[src/rtl/ucpc_pkg.sv]
// package: register map, field positions, reset values and encodings for usb clock/phy control
package ucpc_pkg;
  // ==========================================================
  // register byte offsets
  localparam logic [3:0] UCPC_OFF_LINE = 4'h0;
  localparam logic [3:0] UCPC_OFF_PLL = 4'h4;
  localparam logic [3:0] UCPC_OFF_XCVR = 4'h8;
  localparam logic [3:0] UCPC_OFF_STAT = 4'hC;
  // ==========================================================
  // line/clock control fields
  localparam int UCPC_LINE_GATE_BIT = 0;
  localparam int UCPC_LINE_ATTACH_BIT = 1;
  localparam logic [7:0] UCPC_LINE_RESET = 8'h00;
  // ==========================================================
  // pll source control fields
  localparam int UCPC_PLL_FLO_LSB = 0;
  localparam int UCPC_PLL_SRC_LSB = 2;
  localparam int UCPC_PLL_FHI_BIT = 5;
  localparam logic [7:0] UCPC_PLL_RESET = 8'h01;
  // ==========================================================
  // transceiver control fields
  localparam int UCPC_XCVR_SEL_BIT = 0;
  localparam int UCPC_XCVR_SUSP_BIT = 1;
  localparam logic [7:0] UCPC_XCVR_RESET = 8'h00;
  // ==========================================================
  // status fields
  localparam int UCPC_STAT_GATE_BIT = 0;
  localparam int UCPC_STAT_RUN_BIT = 1;
  localparam int UCPC_STAT_BYP_BIT = 2;
  localparam int UCPC_STAT_REF_BIT = 3;
  // ==========================================================
  // source select encodings
  localparam logic [2:0] UCPC_SRC_BYPASS = 3'h5;
  localparam logic [2:0] UCPC_SRC_CRYSTAL = 3'h6;
  localparam logic [2:0] UCPC_SRC_EXT = 3'h7;
  // reference frequency encodings
  localparam logic [2:0] UCPC_FREF_8M = 3'h0;
  localparam logic [2:0] UCPC_FREF_12M = 3'h1;
  localparam logic [2:0] UCPC_FREF_16M = 3'h2;
  localparam logic [2:0] UCPC_FREF_20M = 3'h3;
  localparam logic [2:0] UCPC_FREF_24M = 3'h4;
endpackage

[src/rtl/ucpc_top.sv]
// usb clock and phy control: ahb-lite registers, pll source control, clock gate, pin muxing
`timescale 1ns/100ps
// Behaviour
// [RULE1] reserved register bits read zero, ignore writes
// [RULE2] detached: both data pins high impedance
// [RULE3] attached: pull-up plus, pull-down minus
// [RULE4] cable power sensing done outside by system
// [RULE5] gate bit blocks or passes core clock
// [RULE6] software gates clock before stopping pll
// [RULE7] source 0XX stops pll, no input
// [RULE8] source encoding 100 never written
// [RULE9] source 101 bypasses pll with pin clock
// [RULE10] source 110 runs pll from crystal
// [RULE11] source 111 runs pll from pin clock
// [RULE12] pll makes 48 MHz from declared reference
// [RULE13] frequency codes 8,12,16,20,24 MHz
// [RULE14] software writes only defined frequency codes
// [RULE15] frequency field from bits 5,1,0
// [RULE16] pll register resets to 0x01
// [RULE17] transceiver mode routes rx in, tx out
// [RULE18] transceiver speed output held high
// [RULE19] select bit picks internal or transceiver path
// [RULE20] line register resets to 0x00
// [RULE21] software releases recovery reset after settling
// [RULE22] gate changes only while source clock low
module ucpc_top
  import ucpc_pkg::*;
(
  input wire logic core_clk, // 50 MHz system clock
  input wire logic rst, // synchronous reset, active high
  input wire logic hsel, // ahb slave select
  input wire logic [31:0] haddr, // ahb address
  input wire logic [1:0] htrans, // ahb transfer type
  input wire logic hwrite, // ahb write
  input wire logic [2:0] hsize, // ahb size, word only
  input wire logic [31:0] hwdata, // ahb write data
  input wire logic hready, // ahb bus ready
  output logic hreadyout, // ahb slave ready
  output logic hresp, // ahb response, always okay
  output logic [31:0] hrdata, // ahb read data
  input wire logic ext_usb_clock_pin, // external usb clock pin
  input wire logic pll_clk_in, // 48 MHz output of the pll
  output logic pll_run, // pll enabled
  output logic pll_ref_ext, // pll reference: 1 pin clock, 0 crystal
  output logic [2:0] pll_ref_freq_select, // declared reference frequency
  output logic usb_core_clk, // gated core clock, sampled form
  output logic core_clock_gate_on, // gate currently passing clock
  input wire logic core_tx_plus, // core transmit plus
  input wire logic core_tx_minus, // core transmit minus
  input wire logic core_tx_oe_n, // core transmit enable, low active
  input wire logic core_suspend, // core suspend request
  output logic core_rx_plus, // received plus to core
  output logic core_rx_minus, // received minus to core
  output logic core_rx_data, // received differential data to core
  input wire logic data_plus_pin_in, // internal plus pin level
  output logic data_plus_pin_out, // internal plus pin drive value
  output logic data_plus_pin_oe, // internal plus pin drive enable
  input wire logic data_minus_pin_in, // internal minus pin level
  output logic data_minus_pin_out, // internal minus pin drive value
  output logic data_minus_pin_oe, // internal minus pin drive enable
  output logic data_plus_pullup_en, // pull-up on plus pin
  output logic data_minus_pulldown_en, // pull-down on minus pin
  input wire logic rx_plus_in, // transceiver plus input
  input wire logic rx_minus_in, // transceiver minus input
  input wire logic rx_diff_data, // transceiver data input
  output logic tx_plus_out, // transceiver plus output
  output logic tx_minus_out, // transceiver minus output
  output logic tx_output_enable_n, // transceiver output enable, low active
  output logic xcvr_suspend, // transceiver suspend
  output logic xcvr_speed // transceiver speed select
);
  // ==========================================================
  // state
  typedef struct packed {
    logic attach;
    logic gate;
    logic fhi;
    logic [2:0] src;
    logic [1:0] flo;
    logic xsel;
    logic xsusp;
    logic ph_wr;
    logic ph_rd;
    logic [3:0] ph_addr;
    logic [7:0] rdat;
    logic [1:0] ext_s;
    logic [1:0] pllc_s;
    logic [1:0] rxp_s;
    logic [1:0] rxm_s;
    logic [1:0] rxd_s;
    logic [1:0] dp_s;
    logic [1:0] dm_s;
    logic gate_on;
    logic clk_o;
    logic rxp;
    logic rxm;
    logic rxd;
    logic dp_o;
    logic dp_e;
    logic dm_o;
    logic dm_e;
    logic pu;
    logic pd;
    logic txp;
    logic txm;
    logic txe_n;
    logic susp;
  } ucpc_state_s;

  ucpc_state_s st;
  ucpc_state_s next_st;
  logic [7:0] line_reg;
  logic [7:0] pll_reg;
  logic [7:0] xcvr_reg;
  logic [7:0] stat_reg;
  logic addr_phase;
  logic src_level;
  logic bypass;

  // [RULE1] reserved bits zero
  assign line_reg = {6'h00, st.attach, st.gate};
  assign pll_reg = {2'h0, st.fhi, st.src, st.flo};
  assign xcvr_reg = {6'h00, st.xsusp, st.xsel};
  assign stat_reg = {4'h0, pll_ref_ext, bypass, pll_run, st.gate_on};
  assign addr_phase = hsel && htrans[1] && hready;
  assign bypass = (st.src == UCPC_SRC_BYPASS);
  // [RULE9] pin clock used directly in bypass
  assign src_level = bypass ? st.ext_s[1] : st.pllc_s[1];

  // ==========================================================
  // bus slave: zero wait, okay only
  assign hreadyout = 1'b1;
  assign hresp = 1'b0;
  // read word loaded at the address phase, so hrdata comes straight from a flop;
  // a read right behind a write to the same register still sees the old value
  assign hrdata = {24'h00_0000, st.rdat};

  // ==========================================================
  // pll control
  // [RULE7] 0XX stops pll
  // [RULE10] 110 runs from crystal
  // [RULE11] 111 runs from pin clock
  assign pll_run = st.src[2] && st.src[1];
  assign pll_ref_ext = pll_run && st.src[0];
  // [RULE12] [RULE13] [RULE15] frequency field assembly
  assign pll_ref_freq_select = {st.fhi, st.flo};

  always_comb begin
    next_st = st;
    next_st.ph_wr = addr_phase && hwrite;
    next_st.ph_rd = addr_phase && !hwrite;
    next_st.ph_addr = addr_phase ? haddr[3:0] : st.ph_addr;
    // zero outside a read data phase
    next_st.rdat = 8'h00;
    if (addr_phase && !hwrite) begin
      case (haddr[3:0])
        UCPC_OFF_LINE: next_st.rdat = line_reg;
        UCPC_OFF_PLL: next_st.rdat = pll_reg;
        UCPC_OFF_XCVR: next_st.rdat = xcvr_reg;
        UCPC_OFF_STAT: next_st.rdat = stat_reg;
        default: next_st.rdat = 8'h00;
      endcase
    end
    if (st.ph_wr) begin
      case (st.ph_addr)
        UCPC_OFF_LINE: begin
          next_st.gate = hwdata[UCPC_LINE_GATE_BIT];
          next_st.attach = hwdata[UCPC_LINE_ATTACH_BIT];
        end
        UCPC_OFF_PLL: begin
          next_st.flo = hwdata[UCPC_PLL_FLO_LSB +: 2];
          next_st.src = hwdata[UCPC_PLL_SRC_LSB +: 3];
          next_st.fhi = hwdata[UCPC_PLL_FHI_BIT];
        end
        UCPC_OFF_XCVR: begin
          next_st.xsel = hwdata[UCPC_XCVR_SEL_BIT];
          next_st.xsusp = hwdata[UCPC_XCVR_SUSP_BIT];
        end
        default: next_st.gate = st.gate;
      endcase
    end
    // pin and clock inputs through two flops
    next_st.ext_s = {st.ext_s[0], ext_usb_clock_pin};
    next_st.pllc_s = {st.pllc_s[0], pll_clk_in};
    next_st.rxp_s = {st.rxp_s[0], rx_plus_in};
    next_st.rxm_s = {st.rxm_s[0], rx_minus_in};
    next_st.rxd_s = {st.rxd_s[0], rx_diff_data};
    next_st.dp_s = {st.dp_s[0], data_plus_pin_in};
    next_st.dm_s = {st.dm_s[0], data_minus_pin_in};
    // [RULE22] gate follows bit only while source low
    if (!src_level) begin
      next_st.gate_on = st.gate;
    end
    // [RULE5] clock passes only when gate on; stopped pll gives no clock
    next_st.clk_o = st.gate_on && src_level && (pll_run || bypass);
    // [RULE19] path select
    if (st.xsel) begin
      next_st.rxp = st.rxp_s[1];
      next_st.rxm = st.rxm_s[1];
      next_st.rxd = st.rxd_s[1];
    end else begin
      next_st.rxp = st.dp_s[1];
      next_st.rxm = st.dm_s[1];
      next_st.rxd = st.dp_s[1] && !st.dm_s[1];
    end
    // [RULE2] detached or external path: pins floating
    next_st.dp_e = st.attach && !st.xsel && !core_tx_oe_n;
    next_st.dm_e = st.attach && !st.xsel && !core_tx_oe_n;
    next_st.dp_o = core_tx_plus;
    next_st.dm_o = core_tx_minus;
    // [RULE3] attach applies pulls
    next_st.pu = st.attach;
    next_st.pd = st.attach;
    // [RULE17] transceiver outputs; idle disabled when not selected
    next_st.txp = st.xsel && core_tx_plus;
    next_st.txm = st.xsel && core_tx_minus;
    next_st.txe_n = !(st.xsel && !core_tx_oe_n);
    next_st.susp = st.xsel && (core_suspend || st.xsusp);
  end

  always_ff @(posedge core_clk) begin
    if (rst) begin
      st <= '0;
      // [RULE20] line register reset value
      {st.attach, st.gate} <= UCPC_LINE_RESET[1:0];
      // [RULE16] pll register reset value
      {st.fhi, st.src, st.flo} <= UCPC_PLL_RESET[5:0];
      {st.xsusp, st.xsel} <= UCPC_XCVR_RESET[1:0];
      st.txe_n <= 1'b1;
    end else begin
      st <= next_st;
    end
  end

  assign usb_core_clk = st.clk_o;
  assign core_clock_gate_on = st.gate_on;
  assign core_rx_plus = st.rxp;
  assign core_rx_minus = st.rxm;
  assign core_rx_data = st.rxd;
  assign data_plus_pin_out = st.dp_o;
  assign data_plus_pin_oe = st.dp_e;
  assign data_minus_pin_out = st.dm_o;
  assign data_minus_pin_oe = st.dm_e;
  assign data_plus_pullup_en = st.pu;
  assign data_minus_pulldown_en = st.pd;
  assign tx_plus_out = st.txp;
  assign tx_minus_out = st.txm;
  assign tx_output_enable_n = st.txe_n;
  assign xcvr_suspend = st.susp;
  // [RULE18] full speed fixed
  assign xcvr_speed = 1'b1;

  // ==========================================================
  // checks
  reserved_zero_a: assert property (@(posedge core_clk) disable iff (rst) // [RULE1]
    hrdata[31:8] == 24'h00_0000 && !(st.ph_rd && st.ph_addr == UCPC_OFF_PLL && hrdata[7:6] != 2'h0))
    else $error("reserved bits read nonzero");
  detach_float_a: assert property (@(posedge core_clk) disable iff (rst) // [RULE2]
    !st.attach |=> !data_plus_pin_oe && !data_minus_pin_oe)
    else $error("data pins driven while detached");
  attach_pulls_a: assert property (@(posedge core_clk) disable iff (rst) // [RULE3]
    $rose(st.attach) |=> data_plus_pullup_en && data_minus_pulldown_en)
    else $error("pulls not applied on attach");
  gate_blocks_a: assert property (@(posedge core_clk) disable iff (rst) // [RULE5]
    !st.gate_on |=> !usb_core_clk)
    else $error("core clock passed while gated");
  pll_stop_a: assert property (@(posedge core_clk) disable iff (rst) // [RULE7]
    !st.src[2] |-> !pll_run && !pll_ref_ext)
    else $error("pll runs with source 0xx");
  bypass_clock_a: assert property (@(posedge core_clk) disable iff (rst) // [RULE9]
    bypass && st.gate_on && st.ext_s[1] && $stable(st.src) |=> usb_core_clk && !pll_run)
    else $error("bypass clock not passed");
  ref_select_a: assert property (@(posedge core_clk) disable iff (rst) // [RULE11]
    st.src == UCPC_SRC_EXT |-> pll_run && pll_ref_ext)
    else $error("pin reference not selected");
  freq_field_a: assert property (@(posedge core_clk) disable iff (rst) // [RULE15]
    pll_ref_freq_select == {pll_reg[5], pll_reg[1:0]})
    else $error("frequency field misassembled");
  gate_low_only_a: assert property (@(posedge core_clk) disable iff (rst) // [RULE22]
    $changed(st.gate_on) |-> !$past(src_level))
    else $error("gate changed while source high");
  speed_high_a: assert property (@(posedge core_clk) disable iff (rst) // [RULE18]
    xcvr_speed)
    else $error("speed output low");
  attach_hold_a: assert property (@(posedge core_clk) disable iff (rst) // [RULE3]
    st.attach |=> data_plus_pullup_en && data_minus_pulldown_en)
    else $error("pulls dropped while attached");
  bypass_no_pll_a: assert property (@(posedge core_clk) disable iff (rst) // [RULE9]
    bypass |-> !pll_run && !pll_ref_ext)
    else $error("pll runs in bypass");
  crystal_ref_a: assert property (@(posedge core_clk) disable iff (rst) // [RULE10]
    st.src == UCPC_SRC_CRYSTAL |-> pll_run && !pll_ref_ext)
    else $error("crystal reference not selected");
  xcvr_float_a: assert property (@(posedge core_clk) disable iff (rst) // [RULE19]
    st.xsel |=> !data_plus_pin_oe && !data_minus_pin_oe)
    else $error("data pins driven in transceiver mode");
  tx_idle_a: assert property (@(posedge core_clk) disable iff (rst) // [RULE17]
    !st.xsel |=> tx_output_enable_n && !xcvr_suspend)
    else $error("transceiver driven while not selected");
  // reset values are what reset itself does, so these two carry no disable
  pll_reset_val_a: assert property (@(posedge core_clk) // [RULE16]
    rst |=> pll_reg == UCPC_PLL_RESET)
    else $error("pll register reset value wrong");
  line_reset_val_a: assert property (@(posedge core_clk) // [RULE20]
    rst |=> line_reg == UCPC_LINE_RESET)
    else $error("line register reset value wrong");
endmodule // ucpc_top

[config.mk]
export PLATFORM = sky130hd
export DESIGN_NAME = ucpc_top
export DESIGN_NICKNAME = d
export VERILOG_FILES = /design/src/rtl/ucpc_pkg.sv /design/src/rtl/ucpc_top.sv
export SDC_FILE = /design/constraint.sdc
export NUM_CORES = 1
export LEC_CHECK = 0
export ABC_AREA = 1
export BUFFER_PORTS_ARGS = -buffer_cell sky130_fd_sc_hd__buf_2
export CAP_MARGIN = 20
export CORE_UTILIZATION = 44
export DETAILED_ROUTE_END_ITERATION = 8
export PLACE_DENSITY = 0.94
export SETUP_SLACK_MARGIN = 0.3
export SLEW_MARGIN = 20
export SYNTH_ARGS = -nofsm -noshare
export SYNTH_HDL_FRONTEND = slang
export SYNTH_SLANG_ARGS = --single-unit
[constraint.sdc]
create_clock -name core_clk -period 1.55 [get_ports core_clk]
set_clock_uncertainty 0.15 [all_clocks]
set_input_delay 0.2325 -clock core_clk [delete_from_list [all_inputs] [get_ports core_clk]]
set_output_delay 0.2325 -clock core_clk [all_outputs]
set_load 0.01 [all_outputs]
==> key figures <==
Pwr
  – Power Density: 897 nW/um2
  – Sw Share: 23.5%
  – Clk network pwr share: 33.9%
  – Sequential share of power: 57.6%
  – Tot Pwr: 2.21 mW
  – Lkg Pwr: 1.30 nW
  – Comb pwr share: 8.5%
  – Maximum VDD drop: 0.000394 V
  – Internal: 1.69 mW
  – Sw power: 0.520 mW

Cells and area
  – Layout cells sized above 1: 26.2%
  – Design area: 2460 um2
  – Layout Utilization: 55.8%
  – Final instance count without filler cells: 388
  – Area Overhead vs Synth: 20.0%
  – Fin nets: 421
  – Largest reg by FF count: st
  – Max reg flops: 14
  – Diode count: 0

Clock tree
  – H-Tree Depth: 2
  – Clk Latency, worst-skew pair: 0.30 ns
  – CTS root buf: clkbuf_8
  – Clock sink total: 48
  – Worst-path clk slew: 0.08 ns
  – CTS tree: built
  – Cts bufs inserted: 5
  – Clock buffer depth: 2

Drt
  – Via count: 1699
  – Vias per Instance: 4.38
  – Routed len/inst: 10.1 um
  – Routed Wire Length: 3930 um
  – Number of DRC markers in iteration 0: 81
  – Antenna Violating Nets Remaining: 0
  – DR pass1 iterations: 4
  – DRC errors left: 0

Yosys
  – Most frequent cell after synthesis: nor2_1
  – Async S/R FF share, synth: 0%
  – Commonest cells in the netlist: nor2_1 (59), dfxtp_1 (48), buf_4 (41), inv_1 (39), nand2_1 (36)
  – Synth Cell Area: 2050 um2
  – Mapped Avg Cell Area: 7.57 um2
  – Post-synth top area cell: dfxtp_1
  – Flops & latches, synth: 48
  – Synth warn: 0
  – Ys flop type: dfxtp_1
  – Top cell type's share of synthesized area: 46.8%
  – Syn Inst Count: 271
  – EDFF count, synth: 0
  – Count of cell types in the netlist: 19
  – Sequential fraction of the synthesis area: 46.8%
  – Synth top area cells: dfxtp_1 (47%), buf_4 (15%), nor2_1 (11%)

STA
  – Setup ws final: 0.163 ns
  – Worst Hold Margin: 0.00832 ns
  – Post-layout min period: 1.39 ns
  – Fin crit share: 89.5%
  – Final Slew Violations: 0
  – Setup_tns: 0 ns
  – RSZ-0062 raised after global routing: true
  – Final hold vios: 0
  – Setup Viol. Count Final: 0
  – Max Clock Freq: 721 MHz

Global route
  – Gr usage total: 17.0%
  – Grt ovf: 0
  – Vias in the first global route: 1537
  – Global-route wire length before repair: 6510 um
  – Largest net degree at the start of global routing: 25
  – Antenna violations before repair: 0

Placed design
  – Pre-CTS WS: 0.333 ns
  – Routability cong.: 0.800
  – Placed Instances: 359
  – Final HPWL DP: 2790 um
  – DP Area: 2150 um2
  – PortBufs: 52

Setup path
  – Startpoint type of the worst setup path: flop
  – Reg-to-reg slack, setup: 0.23 ns
  – Kind of critical path: flop to output pin
  – WP data required: 1.17 ns
  – R2r endpoint: usb_core_clk$_SDFF_PP0_
  – Worst Reg-to-Reg Cells: 7
  – CP Capture Type: output pin
  – WP data arrival: 1.00 ns
  – Crit path max fanout: 3
  – Critical R2R Launch: pll_reg[3]$_SDFFE_PP0P_
  – Worst setup path start: pll_reg[3]$_SDFFE_PP0P_

Floorplan
  – Die area: 4940 um2
  – Placement Rows: 24
  – I/O pins: 140
  – Core ar.: 4410 um2
  – Chip width: 70.3 um
  – Initial Util: 46.5%
  – Die Y: 70.3 um

Status
  – Status: finished, final reports clean

Worst hold path
  – Hold Path Class: input port to flop
  – Hold EP: pll_reg[4]$_SDFFE_PP0P_
  – Hold Crit Start: hwdata[4]
  – Hold Path Stages: 3

Job
  – Max Cap Viol: 0
==> layout make-up <==
class / instances / area (um2)
clock buffer: 6 / 82.6
clock inverter: 1 / 8.76
fill: 414 / 1950
inverter: 40 / 150
multi-input combinational: 164 / 709
sequential: 48 / 965
tap: 52 / 65.1
timing repair buffer: 77 / 482
==> metal layers <==
metal  wire [um]  part of all wire, %  track usage [%]
met1        1520                   39             19.3
met2        1970                   50             28.8
met3         362                  9.2             5.19
met4          75                  1.9             8.00
met5           0                    0                0
==> repair_timing <==
action,4_1_cts,5_1_grt
hold endpoints to repair,11,1
hold buffers,10,1
endpoints found under the setup margin,2,12
buffers inserted,8,3
cloned,0,0
gates resized for setup,5,5
pin swaps,1,0
==> worst max-delay path, cell delays in order, from the launching register on <==
cell     delay, ns
dfxtp_2       0.35
nand2_2       0.06
inv_2         0.07
nand2_2       0.06
inv_1         0.05
buf_2         0.11
==> power groups by stage <==
stage | logic [mW] | registers (mW) | clock network [mW]
6_report | 0.188 | 1.27 | 0.749
5_1_grt | 0.213 | 1.28 | 0.832
2_1_floorplan | 0.159 | 1.30 | 0
3_3_place_gp | 0.159 | 1.30 | 0
3_5_place_dp | 0.164 | 1.30 | 0
4_1_cts | 0.183 | 1.27 | 0.771
==> worst max path at each step <==
stage / end / slack (ns) / cells past startpoint
after CTS: pll_ref_ext / 0.18 / 5
after global routing: pll_ref_ext / 0.09 / 5
after detailed placement: tx_output_enable_n$_SDFF_PP1_ / 0.33 / 4
after floorplan: pll_ref_ext / 0.48 / 4
after global placement: tx_output_enable_n$_SDFF_PP1_ / 0.32 / 4
final: pll_ref_ext / 0.16 / 5
==> layout by cell type (no fill, tap or decap), drive strengths merged <==
cell         Yosys  final
or2              1      1
nor2            62     62
clkinv           0      1
dlygate4sd3      0     11
nand4            3      3
conb             2     29
o21ai            6      6
a21oi            6      6
nand3           17     17
nand2           36     36
clkbuf           0      6
nor4             1      1
buf             46     66
nor3             3      3
dfxtp           48     48
inv             40     40
==> kinds of logic after synthesis <==
logic type	Yosys count	synth area share [%]
AO/OA/AOI/OAI	12	2.93
buffers and inverters	86	24.5
flip-flops	48	46.8
other	2	0.366
AND/OR/NAND/NOR	123	25.4
No activity file was read; power rests on OpenSTA's default activity.
